===== src/rtl/cpu_mode_guard_params.svh =====
// Constants for the CPU mode and segment access guard
`ifndef CPU_MODE_GUARD_PARAMS_SVH
`define CPU_MODE_GUARD_PARAMS_SVH
`define SEG_TABLE_BASE_RESET 16'h0000
`define ATTR_REG_RESET 8'h00
`define ATTR_PERM_RESET 8'h55
`define RDATA_IDLE 8'h00
`define ADDR_SEG_LO 8'h00
`define ADDR_SEG_HI 8'h01
`define ADDR_PSU 8'h02
`define ADDR_ATTR 8'h03
`define ADDR_HW_LO 8'h10
`define ADDR_HW_HI 8'h1F
`define ADDR_GEN_LO 8'h20
`define ADDR_GEN_HI 8'h2F
`define PSU_RESET 8'h00
`define PSU_MODE_LSB 0
`define PSU_MODE_MSB 1
`define ATTR_REG_COUNT 4
`define SPECIAL_CALL_ADDR_A 24'h00_FF00
`define SPECIAL_CALL_ADDR_B 24'h00_FF40
`define SUPPRESSED_CALL_ADDR 24'h00_FF80
`define SYS_VECTOR_BASE 24'h00_FE00
`define SYS_VECTOR_MASK 24'hFF_FF80
`define MODE_SYSTEM 2'h0
`define MODE_USER 2'h1
`define STACK_DEPTH 4
`endif


===== src/rtl/cpu_mode_guard_pkg.sv =====
// Types for the CPU mode and segment access guard
package cpu_mode_guard_pkg;
  typedef enum logic [1:0] {
    MODE_SYS,
    MODE_USR,
    MODE_RSV2,
    MODE_RSV3
  } cpu_mode_t;

  typedef enum logic [2:0] {
    SFR_SEG_BASE_LO,
    SFR_SEG_BASE_HI,
    SFR_PROC_STATUS_UPPER,
    SFR_ATTR,
    SFR_HW_COMP,
    SFR_GENERAL,
    SFR_NONE
  } sfr_group_t;

  typedef struct packed {
    logic valid;
    logic write;
    logic [7:0] addr;
    logic [7:0] wdata;
  } sfr_req_t;

  typedef struct packed {
    logic call_valid;
    logic [23:0] call_target;
    logic system_vector_entry_call;
    logic exc_take;
    logic return_from_interrupt_instr;
  } flow_evt_t;

  typedef struct packed {
    logic hw_read_ok;
    logic hw_write_ok;
  } seg_rights_t;
endpackage


===== src/rtl/sfr_access_check.sv =====
// Access decision for one special function register access
`timescale 1ns/100ps
`include "cpu_mode_guard_params.svh"
module sfr_access_check (
  input wire logic [1:0] mode,
  input wire logic [2:0] group,
  input wire logic write,
  input wire logic [1:0] attr_wr_perm,
  input wire cpu_mode_guard_pkg::seg_rights_t rights,
  output logic allow
);
  always_comb begin
    allow = 1'b0;
    if (group == 3'(cpu_mode_guard_pkg::SFR_SEG_BASE_LO) ||
        group == 3'(cpu_mode_guard_pkg::SFR_SEG_BASE_HI)) begin
      allow = (mode == `MODE_SYSTEM);
    end else if (group == 3'(cpu_mode_guard_pkg::SFR_PROC_STATUS_UPPER)) begin
      allow = write ? (mode == `MODE_SYSTEM) : 1'b1;
    end else if (group == 3'(cpu_mode_guard_pkg::SFR_ATTR)) begin
      allow = write ? attr_wr_perm[mode[0]] : 1'b1;
    end else if (group == 3'(cpu_mode_guard_pkg::SFR_HW_COMP)) begin
      if (mode == `MODE_SYSTEM) begin
        allow = 1'b1;
      end else begin
        allow = write ? rights.hw_write_ok : rights.hw_read_ok;
      end
    end else if (group == 3'(cpu_mode_guard_pkg::SFR_GENERAL)) begin
      allow = 1'b1;
    end
  end
endmodule // sfr_access_check


===== src/rtl/cpu_mode_segment_access_guard.sv =====
// CPU mode control and protected register access guard
// Behaviour
// - Segment table base register resets to zero, disabling all segments and user code.
// - No input or register can change the fixed memory partition.
// - Security attribute reset values are constants no agent can override.
// - Security attributes live only in a fixed set of registers.
// - Segmentation configuration writes take effect only in system mode.
// - An attribute register changes only when current mode has write permission.
// - Segment table entries are plain memory, outside this guard.
// - Calling a system vector entry address switches mode to system.
// - Taking an exception or interrupt switches mode to system.
// - Return from interrupt restores the mode saved at entry.
// - Long absolute extended call to special address switches mode to system.
// - Writing mode bits of processor status upper switches mode if permitted.
// - Reads and writes of segmentation registers refused outside system mode.
// - User mode hardware register access follows current segment rights.
// - Calls to suppressed secondary mode addresses behave as ordinary calls.
`timescale 1ns/100ps
`include "cpu_mode_guard_params.svh"
module cpu_mode_segment_access_guard (
  input wire logic clk,
  input wire logic rst_n,
  input wire cpu_mode_guard_pkg::sfr_req_t sfr_req,
  input wire logic [1:0] attr_sel,
  input wire cpu_mode_guard_pkg::flow_evt_t flow,
  input wire cpu_mode_guard_pkg::seg_rights_t rights,
  output logic [1:0] cpu_mode_ff,
  output logic [15:0] seg_table_base_ff,
  output logic [7:0] processor_status_upper_ff,
  output logic [7:0] rdata_ff,
  output logic access_ok_ff,
  output logic access_refused_ff,
  output logic [31:0] attr_regs_ff
);
  localparam logic [7:0] ADDR_SEG_LO = `ADDR_SEG_LO;
  localparam logic [7:0] ADDR_SEG_HI = `ADDR_SEG_HI;
  localparam logic [7:0] ADDR_PSU = `ADDR_PSU;
  localparam logic [7:0] ADDR_ATTR = `ADDR_ATTR;
  localparam logic [7:0] ADDR_HW_LO = `ADDR_HW_LO;
  localparam logic [7:0] ADDR_HW_HI = `ADDR_HW_HI;
  localparam logic [7:0] ADDR_GEN_LO = `ADDR_GEN_LO;
  localparam logic [7:0] ADDR_GEN_HI = `ADDR_GEN_HI;
  localparam int STACK_W = 2 * `STACK_DEPTH;

  logic [2:0] group;
  logic allow;
  logic mode_entry;
  logic quiet;
  logic [1:0] nxt_cpu_mode;
  logic [15:0] nxt_seg_table_base;
  logic [7:0] nxt_psu;
  logic [7:0] nxt_rdata;
  logic nxt_access_ok;
  logic nxt_access_refused;
  logic [31:0] nxt_attr_regs;
  logic [STACK_W-1:0] mode_stack_ff;
  logic [STACK_W-1:0] nxt_mode_stack;
  logic [7:0] attr_perm_ff;
  logic [7:0] nxt_attr_perm;
  logic [1:0] cur_perm;

  // Address decode into fixed register groups
  // Partition bounds have no decode and no register
  // Segment table entries are plain memory, not decoded here
  always_comb begin
    group = 3'(cpu_mode_guard_pkg::SFR_NONE);
    if (sfr_req.addr == ADDR_SEG_LO) begin
      group = 3'(cpu_mode_guard_pkg::SFR_SEG_BASE_LO);
    end else if (sfr_req.addr == ADDR_SEG_HI) begin
      group = 3'(cpu_mode_guard_pkg::SFR_SEG_BASE_HI);
    end else if (sfr_req.addr == ADDR_PSU) begin
      group = 3'(cpu_mode_guard_pkg::SFR_PROC_STATUS_UPPER);
    end else if (sfr_req.addr == ADDR_ATTR) begin
      group = 3'(cpu_mode_guard_pkg::SFR_ATTR);
    end else if (sfr_req.addr >= ADDR_HW_LO && sfr_req.addr <= ADDR_HW_HI) begin
      group = 3'(cpu_mode_guard_pkg::SFR_HW_COMP);
    end else if (sfr_req.addr >= ADDR_GEN_LO && sfr_req.addr <= ADDR_GEN_HI) begin
      group = 3'(cpu_mode_guard_pkg::SFR_GENERAL);
    end
  end

  // Per-register write permission pair: bit0 system, bit1 user
  assign cur_perm = attr_perm_ff[2*attr_sel +: 2];

  sfr_access_check u_check (
    .mode(cpu_mode_ff),
    .group(group),
    .write(sfr_req.write),
    .attr_wr_perm(cur_perm),
    .rights(rights),
    .allow(allow)
  );

  // Mode entry events: vector call, exception, special call
  always_comb begin
    mode_entry = flow.exc_take;
    if (flow.system_vector_entry_call) begin
      mode_entry = 1'b1;
    end
    if (flow.call_valid && (flow.call_target == `SPECIAL_CALL_ADDR_A ||
        flow.call_target == `SPECIAL_CALL_ADDR_B)) begin
      mode_entry = 1'b1;
    end
    if (flow.call_valid && (flow.call_target & `SYS_VECTOR_MASK) == `SYS_VECTOR_BASE) begin
      mode_entry = 1'b1;
    end
    // Suppressed-mode call address falls through as a plain call
  end

  assign quiet = !mode_entry && !flow.return_from_interrupt_instr;

  always_comb begin
    nxt_cpu_mode = cpu_mode_ff;
    nxt_mode_stack = mode_stack_ff;
    nxt_seg_table_base = seg_table_base_ff;
    nxt_psu = processor_status_upper_ff;
    nxt_attr_regs = attr_regs_ff;
    nxt_attr_perm = attr_perm_ff;
    nxt_rdata = `RDATA_IDLE;
    nxt_access_ok = 1'b0;
    nxt_access_refused = 1'b0;
    if (mode_entry) begin
      nxt_mode_stack = {mode_stack_ff[STACK_W-3:0], cpu_mode_ff};
      nxt_cpu_mode = `MODE_SYSTEM;
    end else if (flow.return_from_interrupt_instr) begin
      nxt_cpu_mode = mode_stack_ff[1:0];
      nxt_mode_stack = {`MODE_USER, mode_stack_ff[STACK_W-1:2]};
    end else if (sfr_req.valid) begin
      nxt_access_ok = allow;
      nxt_access_refused = ~allow;
      if (allow && sfr_req.write) begin
        if (group == 3'(cpu_mode_guard_pkg::SFR_SEG_BASE_LO)) begin
          nxt_seg_table_base[7:0] = sfr_req.wdata;
        end else if (group == 3'(cpu_mode_guard_pkg::SFR_SEG_BASE_HI)) begin
          nxt_seg_table_base[15:8] = sfr_req.wdata;
        end else if (group == 3'(cpu_mode_guard_pkg::SFR_PROC_STATUS_UPPER)) begin
          nxt_psu = sfr_req.wdata;
          nxt_cpu_mode = sfr_req.wdata[`PSU_MODE_MSB:`PSU_MODE_LSB];
        end else if (group == 3'(cpu_mode_guard_pkg::SFR_ATTR)) begin
          nxt_attr_regs[8*attr_sel +: 8] = sfr_req.wdata;
          nxt_attr_perm[2*attr_sel +: 2] = sfr_req.wdata[1:0];
        end
      end else if (allow) begin
        if (group == 3'(cpu_mode_guard_pkg::SFR_SEG_BASE_LO)) begin
          nxt_rdata = seg_table_base_ff[7:0];
        end else if (group == 3'(cpu_mode_guard_pkg::SFR_SEG_BASE_HI)) begin
          nxt_rdata = seg_table_base_ff[15:8];
        end else if (group == 3'(cpu_mode_guard_pkg::SFR_PROC_STATUS_UPPER)) begin
          nxt_rdata = processor_status_upper_ff;
        end else if (group == 3'(cpu_mode_guard_pkg::SFR_ATTR)) begin
          nxt_rdata = attr_regs_ff[8*attr_sel +: 8];
        end
      end
    end
  end

  // Mode state registers
  always_ff @(posedge clk or negedge rst_n) begin
    if (!rst_n) begin
      cpu_mode_ff <= `MODE_SYSTEM;
      mode_stack_ff <= '0;
    end else begin
      cpu_mode_ff <= nxt_cpu_mode;
      mode_stack_ff <= nxt_mode_stack;
    end
  end

  // Reset values are constants only; no load path exists
  always_ff @(posedge clk or negedge rst_n) begin
    if (!rst_n) begin
      seg_table_base_ff <= `SEG_TABLE_BASE_RESET;
      processor_status_upper_ff <= `PSU_RESET;
      attr_regs_ff <= {`ATTR_REG_COUNT{`ATTR_REG_RESET}};
      attr_perm_ff <= `ATTR_PERM_RESET;
    end else begin
      seg_table_base_ff <= nxt_seg_table_base;
      processor_status_upper_ff <= nxt_psu;
      attr_regs_ff <= nxt_attr_regs;
      attr_perm_ff <= nxt_attr_perm;
    end
  end

  // Access response registers
  always_ff @(posedge clk or negedge rst_n) begin
    if (!rst_n) begin
      rdata_ff <= `RDATA_IDLE;
      access_ok_ff <= 1'b0;
      access_refused_ff <= 1'b0;
    end else begin
      rdata_ff <= nxt_rdata;
      access_ok_ff <= nxt_access_ok;
      access_refused_ff <= nxt_access_refused;
    end
  end

  // Segment register checks
  a_seg_write_sys: assert property (@(posedge clk) disable iff (!rst_n)
    ($past(cpu_mode_ff) != `MODE_SYSTEM && !$past(mode_entry)) |->
    $stable(seg_table_base_ff)) else $error("Segment base changed outside system mode");

  a_seg_refuse: assert property (@(posedge clk) disable iff (!rst_n)
    (sfr_req.valid && quiet && cpu_mode_ff != `MODE_SYSTEM &&
     (sfr_req.addr == ADDR_SEG_LO || sfr_req.addr == ADDR_SEG_HI)) |=>
    access_refused_ff) else $error("Segment register access not refused");

  a_seg_sys_ok: assert property (@(posedge clk) disable iff (!rst_n)
    (sfr_req.valid && quiet && cpu_mode_ff == `MODE_SYSTEM &&
     (sfr_req.addr == ADDR_SEG_LO || sfr_req.addr == ADDR_SEG_HI)) |=>
    access_ok_ff) else $error("Segment register access refused in system mode");

  a_seg_lo_write: assert property (@(posedge clk) disable iff (!rst_n)
    (sfr_req.valid && sfr_req.write && quiet && cpu_mode_ff == `MODE_SYSTEM &&
     sfr_req.addr == ADDR_SEG_LO) |=> seg_table_base_ff[7:0] == $past(sfr_req.wdata))
    else $error("Segment base low byte not written");

  // Mode control checks
  a_entry_sys: assert property (@(posedge clk) disable iff (!rst_n)
    (flow.exc_take || flow.system_vector_entry_call) |=> cpu_mode_ff == `MODE_SYSTEM)
    else $error("Mode entry did not reach system mode");

  a_call_special: assert property (@(posedge clk) disable iff (!rst_n)
    (flow.call_valid && (flow.call_target == `SPECIAL_CALL_ADDR_A ||
     flow.call_target == `SPECIAL_CALL_ADDR_B)) |=> cpu_mode_ff == `MODE_SYSTEM)
    else $error("Special call did not reach system mode");

  a_vector_call: assert property (@(posedge clk) disable iff (!rst_n)
    (flow.call_valid && (flow.call_target & `SYS_VECTOR_MASK) == `SYS_VECTOR_BASE) |=>
    cpu_mode_ff == `MODE_SYSTEM) else $error("Vector call did not reach system mode");

  a_stack_push: assert property (@(posedge clk) disable iff (!rst_n)
    mode_entry |=> mode_stack_ff[1:0] == $past(cpu_mode_ff))
    else $error("Mode not saved at entry");

  a_return_restore: assert property (@(posedge clk) disable iff (!rst_n)
    (flow.return_from_interrupt_instr && !mode_entry) |=>
    cpu_mode_ff == $past(mode_stack_ff[1:0])) else $error("Return did not restore mode");

  a_suppressed_call: assert property (@(posedge clk) disable iff (!rst_n)
    (flow.call_valid && flow.call_target == `SUPPRESSED_CALL_ADDR && !flow.exc_take &&
     !flow.system_vector_entry_call && !flow.return_from_interrupt_instr && !sfr_req.valid) |=>
    $stable(cpu_mode_ff)) else $error("Suppressed call changed mode");

  a_status_sys_wr: assert property (@(posedge clk) disable iff (!rst_n)
    (sfr_req.valid && sfr_req.write && quiet && sfr_req.addr == ADDR_PSU &&
     cpu_mode_ff == `MODE_SYSTEM) |=>
    cpu_mode_ff == $past(sfr_req.wdata[`PSU_MODE_MSB:`PSU_MODE_LSB]))
    else $error("Status write did not set mode");

  a_status_user_wr: assert property (@(posedge clk) disable iff (!rst_n)
    (sfr_req.valid && sfr_req.write && quiet && sfr_req.addr == ADDR_PSU &&
     cpu_mode_ff != `MODE_SYSTEM) |=>
    ($stable(cpu_mode_ff) && $stable(processor_status_upper_ff)))
    else $error("Refused status write changed mode");

  // Access response checks
  a_refused_hold: assert property (@(posedge clk) disable iff (!rst_n)
    access_refused_ff |-> ($stable(attr_regs_ff) && $stable(cpu_mode_ff)))
    else $error("Refused write changed state");

  a_event_drops: assert property (@(posedge clk) disable iff (!rst_n)
    (mode_entry || flow.return_from_interrupt_instr) |=>
    !(access_ok_ff || access_refused_ff)) else $error("Access answered during mode event");

  a_resp_excl: assert property (@(posedge clk) disable iff (!rst_n)
    !(access_ok_ff && access_refused_ff))
    else $error("Access both allowed and refused");

  a_refused_rdata: assert property (@(posedge clk) disable iff (!rst_n)
    access_refused_ff |-> rdata_ff == `RDATA_IDLE)
    else $error("Refused access returned data");

  a_unmapped: assert property (@(posedge clk) disable iff (!rst_n)
    (sfr_req.valid && quiet && group == 3'(cpu_mode_guard_pkg::SFR_NONE)) |=>
    access_refused_ff) else $error("Unmapped register access allowed");

  a_attr_perm: assert property (@(posedge clk) disable iff (!rst_n)
    (sfr_req.valid && sfr_req.write && group == 3'(cpu_mode_guard_pkg::SFR_ATTR) &&
     quiet && !cur_perm[cpu_mode_ff[0]]) |=> $stable(attr_regs_ff))
    else $error("Attribute write without permission");

  a_user_hw: assert property (@(posedge clk) disable iff (!rst_n)
    (sfr_req.valid && !sfr_req.write && cpu_mode_ff == `MODE_USER && quiet &&
     group == 3'(cpu_mode_guard_pkg::SFR_HW_COMP)) |=>
    access_ok_ff == $past(rights.hw_read_ok)) else $error("Hardware read ignores rights");

  a_hw_user_wr: assert property (@(posedge clk) disable iff (!rst_n)
    (sfr_req.valid && sfr_req.write && cpu_mode_ff == `MODE_USER && quiet &&
     group == 3'(cpu_mode_guard_pkg::SFR_HW_COMP)) |=>
    access_ok_ff == $past(rights.hw_write_ok)) else $error("Hardware write ignores rights");

  a_hw_sys_ok: assert property (@(posedge clk) disable iff (!rst_n)
    (sfr_req.valid && cpu_mode_ff == `MODE_SYSTEM && quiet &&
     group == 3'(cpu_mode_guard_pkg::SFR_HW_COMP)) |=>
    access_ok_ff) else $error("Hardware access refused in system mode");
endmodule // cpu_mode_segment_access_guard


===== config.mk =====
export PLATFORM = sky130hd
export DESIGN_NAME = cpu_mode_segment_access_guard
export DESIGN_NICKNAME = d
export VERILOG_FILES = /design/src/rtl/cpu_mode_guard_pkg.sv /design/src/rtl/sfr_access_check.sv /design/src/rtl/cpu_mode_segment_access_guard.sv
export VERILOG_INCLUDE_DIRS = /design/src /design/src/rtl
export SDC_FILE = /design/constraint.sdc
export NUM_CORES = 1
export LEC_CHECK = 0
export ABC_AREA = 0
export BUFFER_PORTS_ARGS = -buffer_cell sky130_fd_sc_hd__buf_4
export CORE_MARGIN = 2
export CORE_UTILIZATION = 56
export CTS_CLUSTER_SIZE = 20
export DETAILED_ROUTE_END_ITERATION = 8
export PLACE_DENSITY = 0.95
export RECOVER_POWER = 50
export SYNTH_ARGS = -nofsm -noshare
export SYNTH_HDL_FRONTEND = slang
export SYNTH_SLANG_ARGS = --single-unit

===== constraint.sdc =====
create_clock -name clk -period 4 [get_ports clk]
set_input_delay 0.2 -clock clk [delete_from_list [all_inputs] [get_ports clk]]
set_output_delay 0.2 -clock clk [all_outputs]
set_load 0.05 [all_outputs]

==> run metrics <==
filler cell count in the final layout 524; clock slew seen by the registers of the worst setup and hold paths approximately 80 ps; net switching power between 0.3 and 0.4 mW; sequential element share of the synthesized area between 40% and 50%; floorplan die height ~89 um; final setup violating endpoints 0; detailed placement HPWL slightly below 8000 um; top cell type by total area after synthesis sky130_fd_sc_hd__dfrtp_1; total leakage power 2.67 nW; area delta synth->final 25.6%; most frequently used flop master after synthesis sky130_fd_sc_hd__dfrtp_1; TritonCTS clock tree built; cell count after placement between 500 and 600; transition time at the pin with the least slew margin 1940 ps; kind of launch point of the worst setup path flip-flop; router iterations before antenna repair 7; Period Utilization, post-route between 60% and 70%; routed wirelength normalized by instance count 18.6 um; # resized after CTS 0; boundary pin count 120; Post-CTS Repair Setup Buffers 0; Clock Latency Late Sink ~370 ps; Mapped Cells around 350; maximum number of pins on one net before global-route repair 81; number of max-slew violations in the final report a little over 80; main combinational cell family by area after synthesis multiplexers; syn avg cell area roughly 12 um2; Final Util a little under three quarters; logic gate share of total power 9.5%; Max-Slew Margin vs Limit -29.2%; Highest Clock Rate between 300 and 400 MHz; post-layout net count between 500 and 600; post-cts hold buffer count 0; share of the synthesized area in the top cell type a little under half; max_cap viols 1; detailed-route via count between 3000 and 4000; worst-case vdd ir drop 0.267 mV; GRT overflow 0; number of design rule violations left after detail routing 0; setup TNS after final layout 0 ps; violated checks capacitance limit, slew limit; worst slack, placed ~1200 ps; count of different cell masters after synthesis 49; synthesis warning total 0; area fraction in compound gates after synthesis 6.05%; post-synthesis net count approximately 410; port buffer count between 100 and 150; EDFF count, synth 0; first-pass GRT wire length around 16000 um; critical path start-end classification reg2reg; weighted congestion at the end of routability-driven global placement just under 0.9; area share of xor/xnor cells in the synthesized design less than 1%; vias in the first global route 3246; H-tree lvl count 3; required time reported for the critical path endpoint ~4300 ps; simple-gate area share of the yosys netlist between 10% and 20%; clock skew ~8.2 ps; clock buffers created by TritonCTS 9; Reg power frac between 50% and 60%; n_diodes 0; share of cell area taken by muxes after synthesis approximately 24%; Starting Density around 57%; Cell Rows 31; final instance area a little over 5000 um2; status complete, but fails checks; global routing usage summed across all routing layers about 28%; maximum buffer depth of the clock tree 2; Sw Share roughly a quarter; total power about 1.7 mW; Horiz. Die Dim slightly below 90 um; worst path arrival time 2930 ps; overall routed net length roughly 11000 um; P per Cell Area 323 nW/um2; Iter 0 DRT Violations 226; Post-DP Area slightly above 5000 um2; internal power around 1.3 mW; post-synth design cell area 4070 um2; count of clock tree sinks 80; fraction of registers with async set/reset 100%; core area a little over 7000 um2; clk root buf sky130_fd_sc_hd__clkbuf_8; Final Non-Filler Cells roughly 570; Die Footprint around 8000 um2; share of post-route cells with drive strength above 1 roughly a third; worst reg2reg setup slack 1320 ps; vias per cell 5.72; top cells by area in the synthesized netlist sky130_fd_sc_hd__dfrtp_1, sky130_fd_sc_hd__mux2i_1, sky130_fd_sc_hd__mux2_2; #FFs+latches synth 80; Hold WC Path Type in2reg; time the final worst path needs with I/O delays and setup 2680 ps; clock power share around 41%; Worst Slack Setup Final around 1300 ps; setup repair after global routing missed its margin no; antenna viol nets, final 0; Final Hold Slack around 120 ps; antenna violations before repair 0; maximum fanout along the worst path 8; CP endpoint kind flip-flop; Hold Violations, Final 0; adder and majority gate portion of the synthesized area under 10%
==> worst paths after layout <==
| kind | start | endpoint | cells after the start |
|---|---|---|---|
| hold reg to reg | attr_regs_ff[17] | attr_regs_ff[17] | 1 |
| hold / removal | sfr_req[3] | attr_regs_ff[19] | 3 |
| max in group asynchronous | rst_n | processor_status_upper_ff[3] | 1 |
| setup / recovery | attr_perm_ff[4] | seg_table_base_ff[15] | 6 |
| setup reg to reg | attr_perm_ff[4] | seg_table_base_ff[15] | 6 |
| min in group asynchronous | rst_n | attr_regs_ff[8] | 1 |
==> layer usage <==
layer / up-vias / wire (um) / GRT usage [%] / part of all wire, %
met3: 17 / 1080 / 6.46 / 10
met1: 1589 / 4030 / 34.3 / 38
met5: - / 0 / 0 / 0
li1: 1482 / - / - / -
met4: 0 / 172 / 11.5 / 1.6
met2: 182 / 5350 / 46.7 / 50
==> layout by cell type (no fill, tap or decap), types with 2 or more instances in the layout <==
master                       instances
sky130_fd_sc_hd__a21oi_1            10
sky130_fd_sc_hd__a222oi_1            7
sky130_fd_sc_hd__a31oi_1             2
sky130_fd_sc_hd__and2_1              7
sky130_fd_sc_hd__and4_1              3
sky130_fd_sc_hd__buf_4              85
sky130_fd_sc_hd__bufinv_16           2
sky130_fd_sc_hd__clkbuf_1           35
sky130_fd_sc_hd__clkbuf_8           10
sky130_fd_sc_hd__clkinvlp_4          2
sky130_fd_sc_hd__dfrtp_1            76
sky130_fd_sc_hd__dfstp_2             4
sky130_fd_sc_hd__ha_1                5
sky130_fd_sc_hd__inv_1              32
sky130_fd_sc_hd__mux2_1              8
sky130_fd_sc_hd__mux2_2             31
sky130_fd_sc_hd__mux2i_1            35
sky130_fd_sc_hd__mux4_2              9
sky130_fd_sc_hd__nand2_1            38
sky130_fd_sc_hd__nand2_4             4
sky130_fd_sc_hd__nand3_1             2
sky130_fd_sc_hd__nand3b_1            2
sky130_fd_sc_hd__nand4_1             3
sky130_fd_sc_hd__nor2_1             21
sky130_fd_sc_hd__nor2b_1             3
sky130_fd_sc_hd__nor3_1              3
sky130_fd_sc_hd__nor3b_1             4
sky130_fd_sc_hd__o21ai_0             4
sky130_fd_sc_hd__or3_1               2
sky130_fd_sc_hd__or4_1               2
==> synth_stat cells, types with 2 or more instances <==
master / instances
sky130_fd_sc_hd__o21ai_0: 4
sky130_fd_sc_hd__ha_1: 5
sky130_fd_sc_hd__a222oi_1: 7
sky130_fd_sc_hd__mux2i_1: 35
sky130_fd_sc_hd__and4_1: 3
sky130_fd_sc_hd__or4_1: 2
sky130_fd_sc_hd__dfstp_2: 4
sky130_fd_sc_hd__a31oi_1: 2
sky130_fd_sc_hd__buf_2: 2
sky130_fd_sc_hd__nand3_1: 2
sky130_fd_sc_hd__inv_1: 32
sky130_fd_sc_hd__or3_1: 2
sky130_fd_sc_hd__dfrtp_1: 76
sky130_fd_sc_hd__nor3b_1: 4
sky130_fd_sc_hd__mux4_2: 9
sky130_fd_sc_hd__clkbuf_1: 5
sky130_fd_sc_hd__nor2_1: 21
sky130_fd_sc_hd__nor3_1: 3
sky130_fd_sc_hd__mux2_2: 31
sky130_fd_sc_hd__nor2b_1: 3
sky130_fd_sc_hd__nand4_1: 3
sky130_fd_sc_hd__nand3b_1: 2
sky130_fd_sc_hd__and2_1: 7
sky130_fd_sc_hd__nand2_1: 38
sky130_fd_sc_hd__mux2_1: 8
sky130_fd_sc_hd__nand2_4: 4
sky130_fd_sc_hd__buf_4: 6
sky130_fd_sc_hd__a21oi_1: 10
==> flip-flops by register name (all words and copies together) (netlist names) <==
register	count
access_ok_ff	1
attr_regs_ff	32
attr_perm_ff	4
cpu_mode_ff	2
rdata_ff	8
mode_stack_ff	8
processor_status_upper_ff	8
seg_table_base_ff	16
access_refused_ff	1
==> critical path, stage by stage (launching register included) <==
cell and delay [ps]:
sky130_fd_sc_hd__dfstp_2 540, sky130_fd_sc_hd__mux4_2 240, sky130_fd_sc_hd__a31oi_1 40, sky130_fd_sc_hd__and4b_1 260, sky130_fd_sc_hd__nor4_2 550, sky130_fd_sc_hd__nand4_1 500
sky130_fd_sc_hd__mux2_2 440
==> cells by family after synthesis <==
kind of cell	after synthesis
XOR/XNOR	1
flip-flops	80
buffers and inverters	46
AO/OA/AOI/OAI	34
AND/OR/NAND/NOR	102
adder cells (fa/ha/maj)	5
multiplexers	83
==> area by class of cell <==
type	count	area (um2)	share of cell area, %
Timing Repair Buffer	120	771	15.1
Inverter	32	120	2.35
Sequential cell	80	2010	39.2
Tap cell	99	124	2.42
Clock inverter	5	80.1	1.56
Clock buffer	11	141	2.76
Multi-Input combinational cell	225	1880	36.6
==> power by group through the flow <==
stage / combinational [mW] / clock [mW] / sequential (mW)
finish: 0.156 / 0.669 / 0.826
global route: 0.171 / 0.700 / 0.827
CTS: 0.157 / 0.668 / 0.826
detailed placement: 0.157 / 0 / 0.842
global placement: 0.150 / 0 / 0.841
floorplan: 0.0676 / 0 / 0.844
No activity file was read; power rests on OpenSTA's default activity.
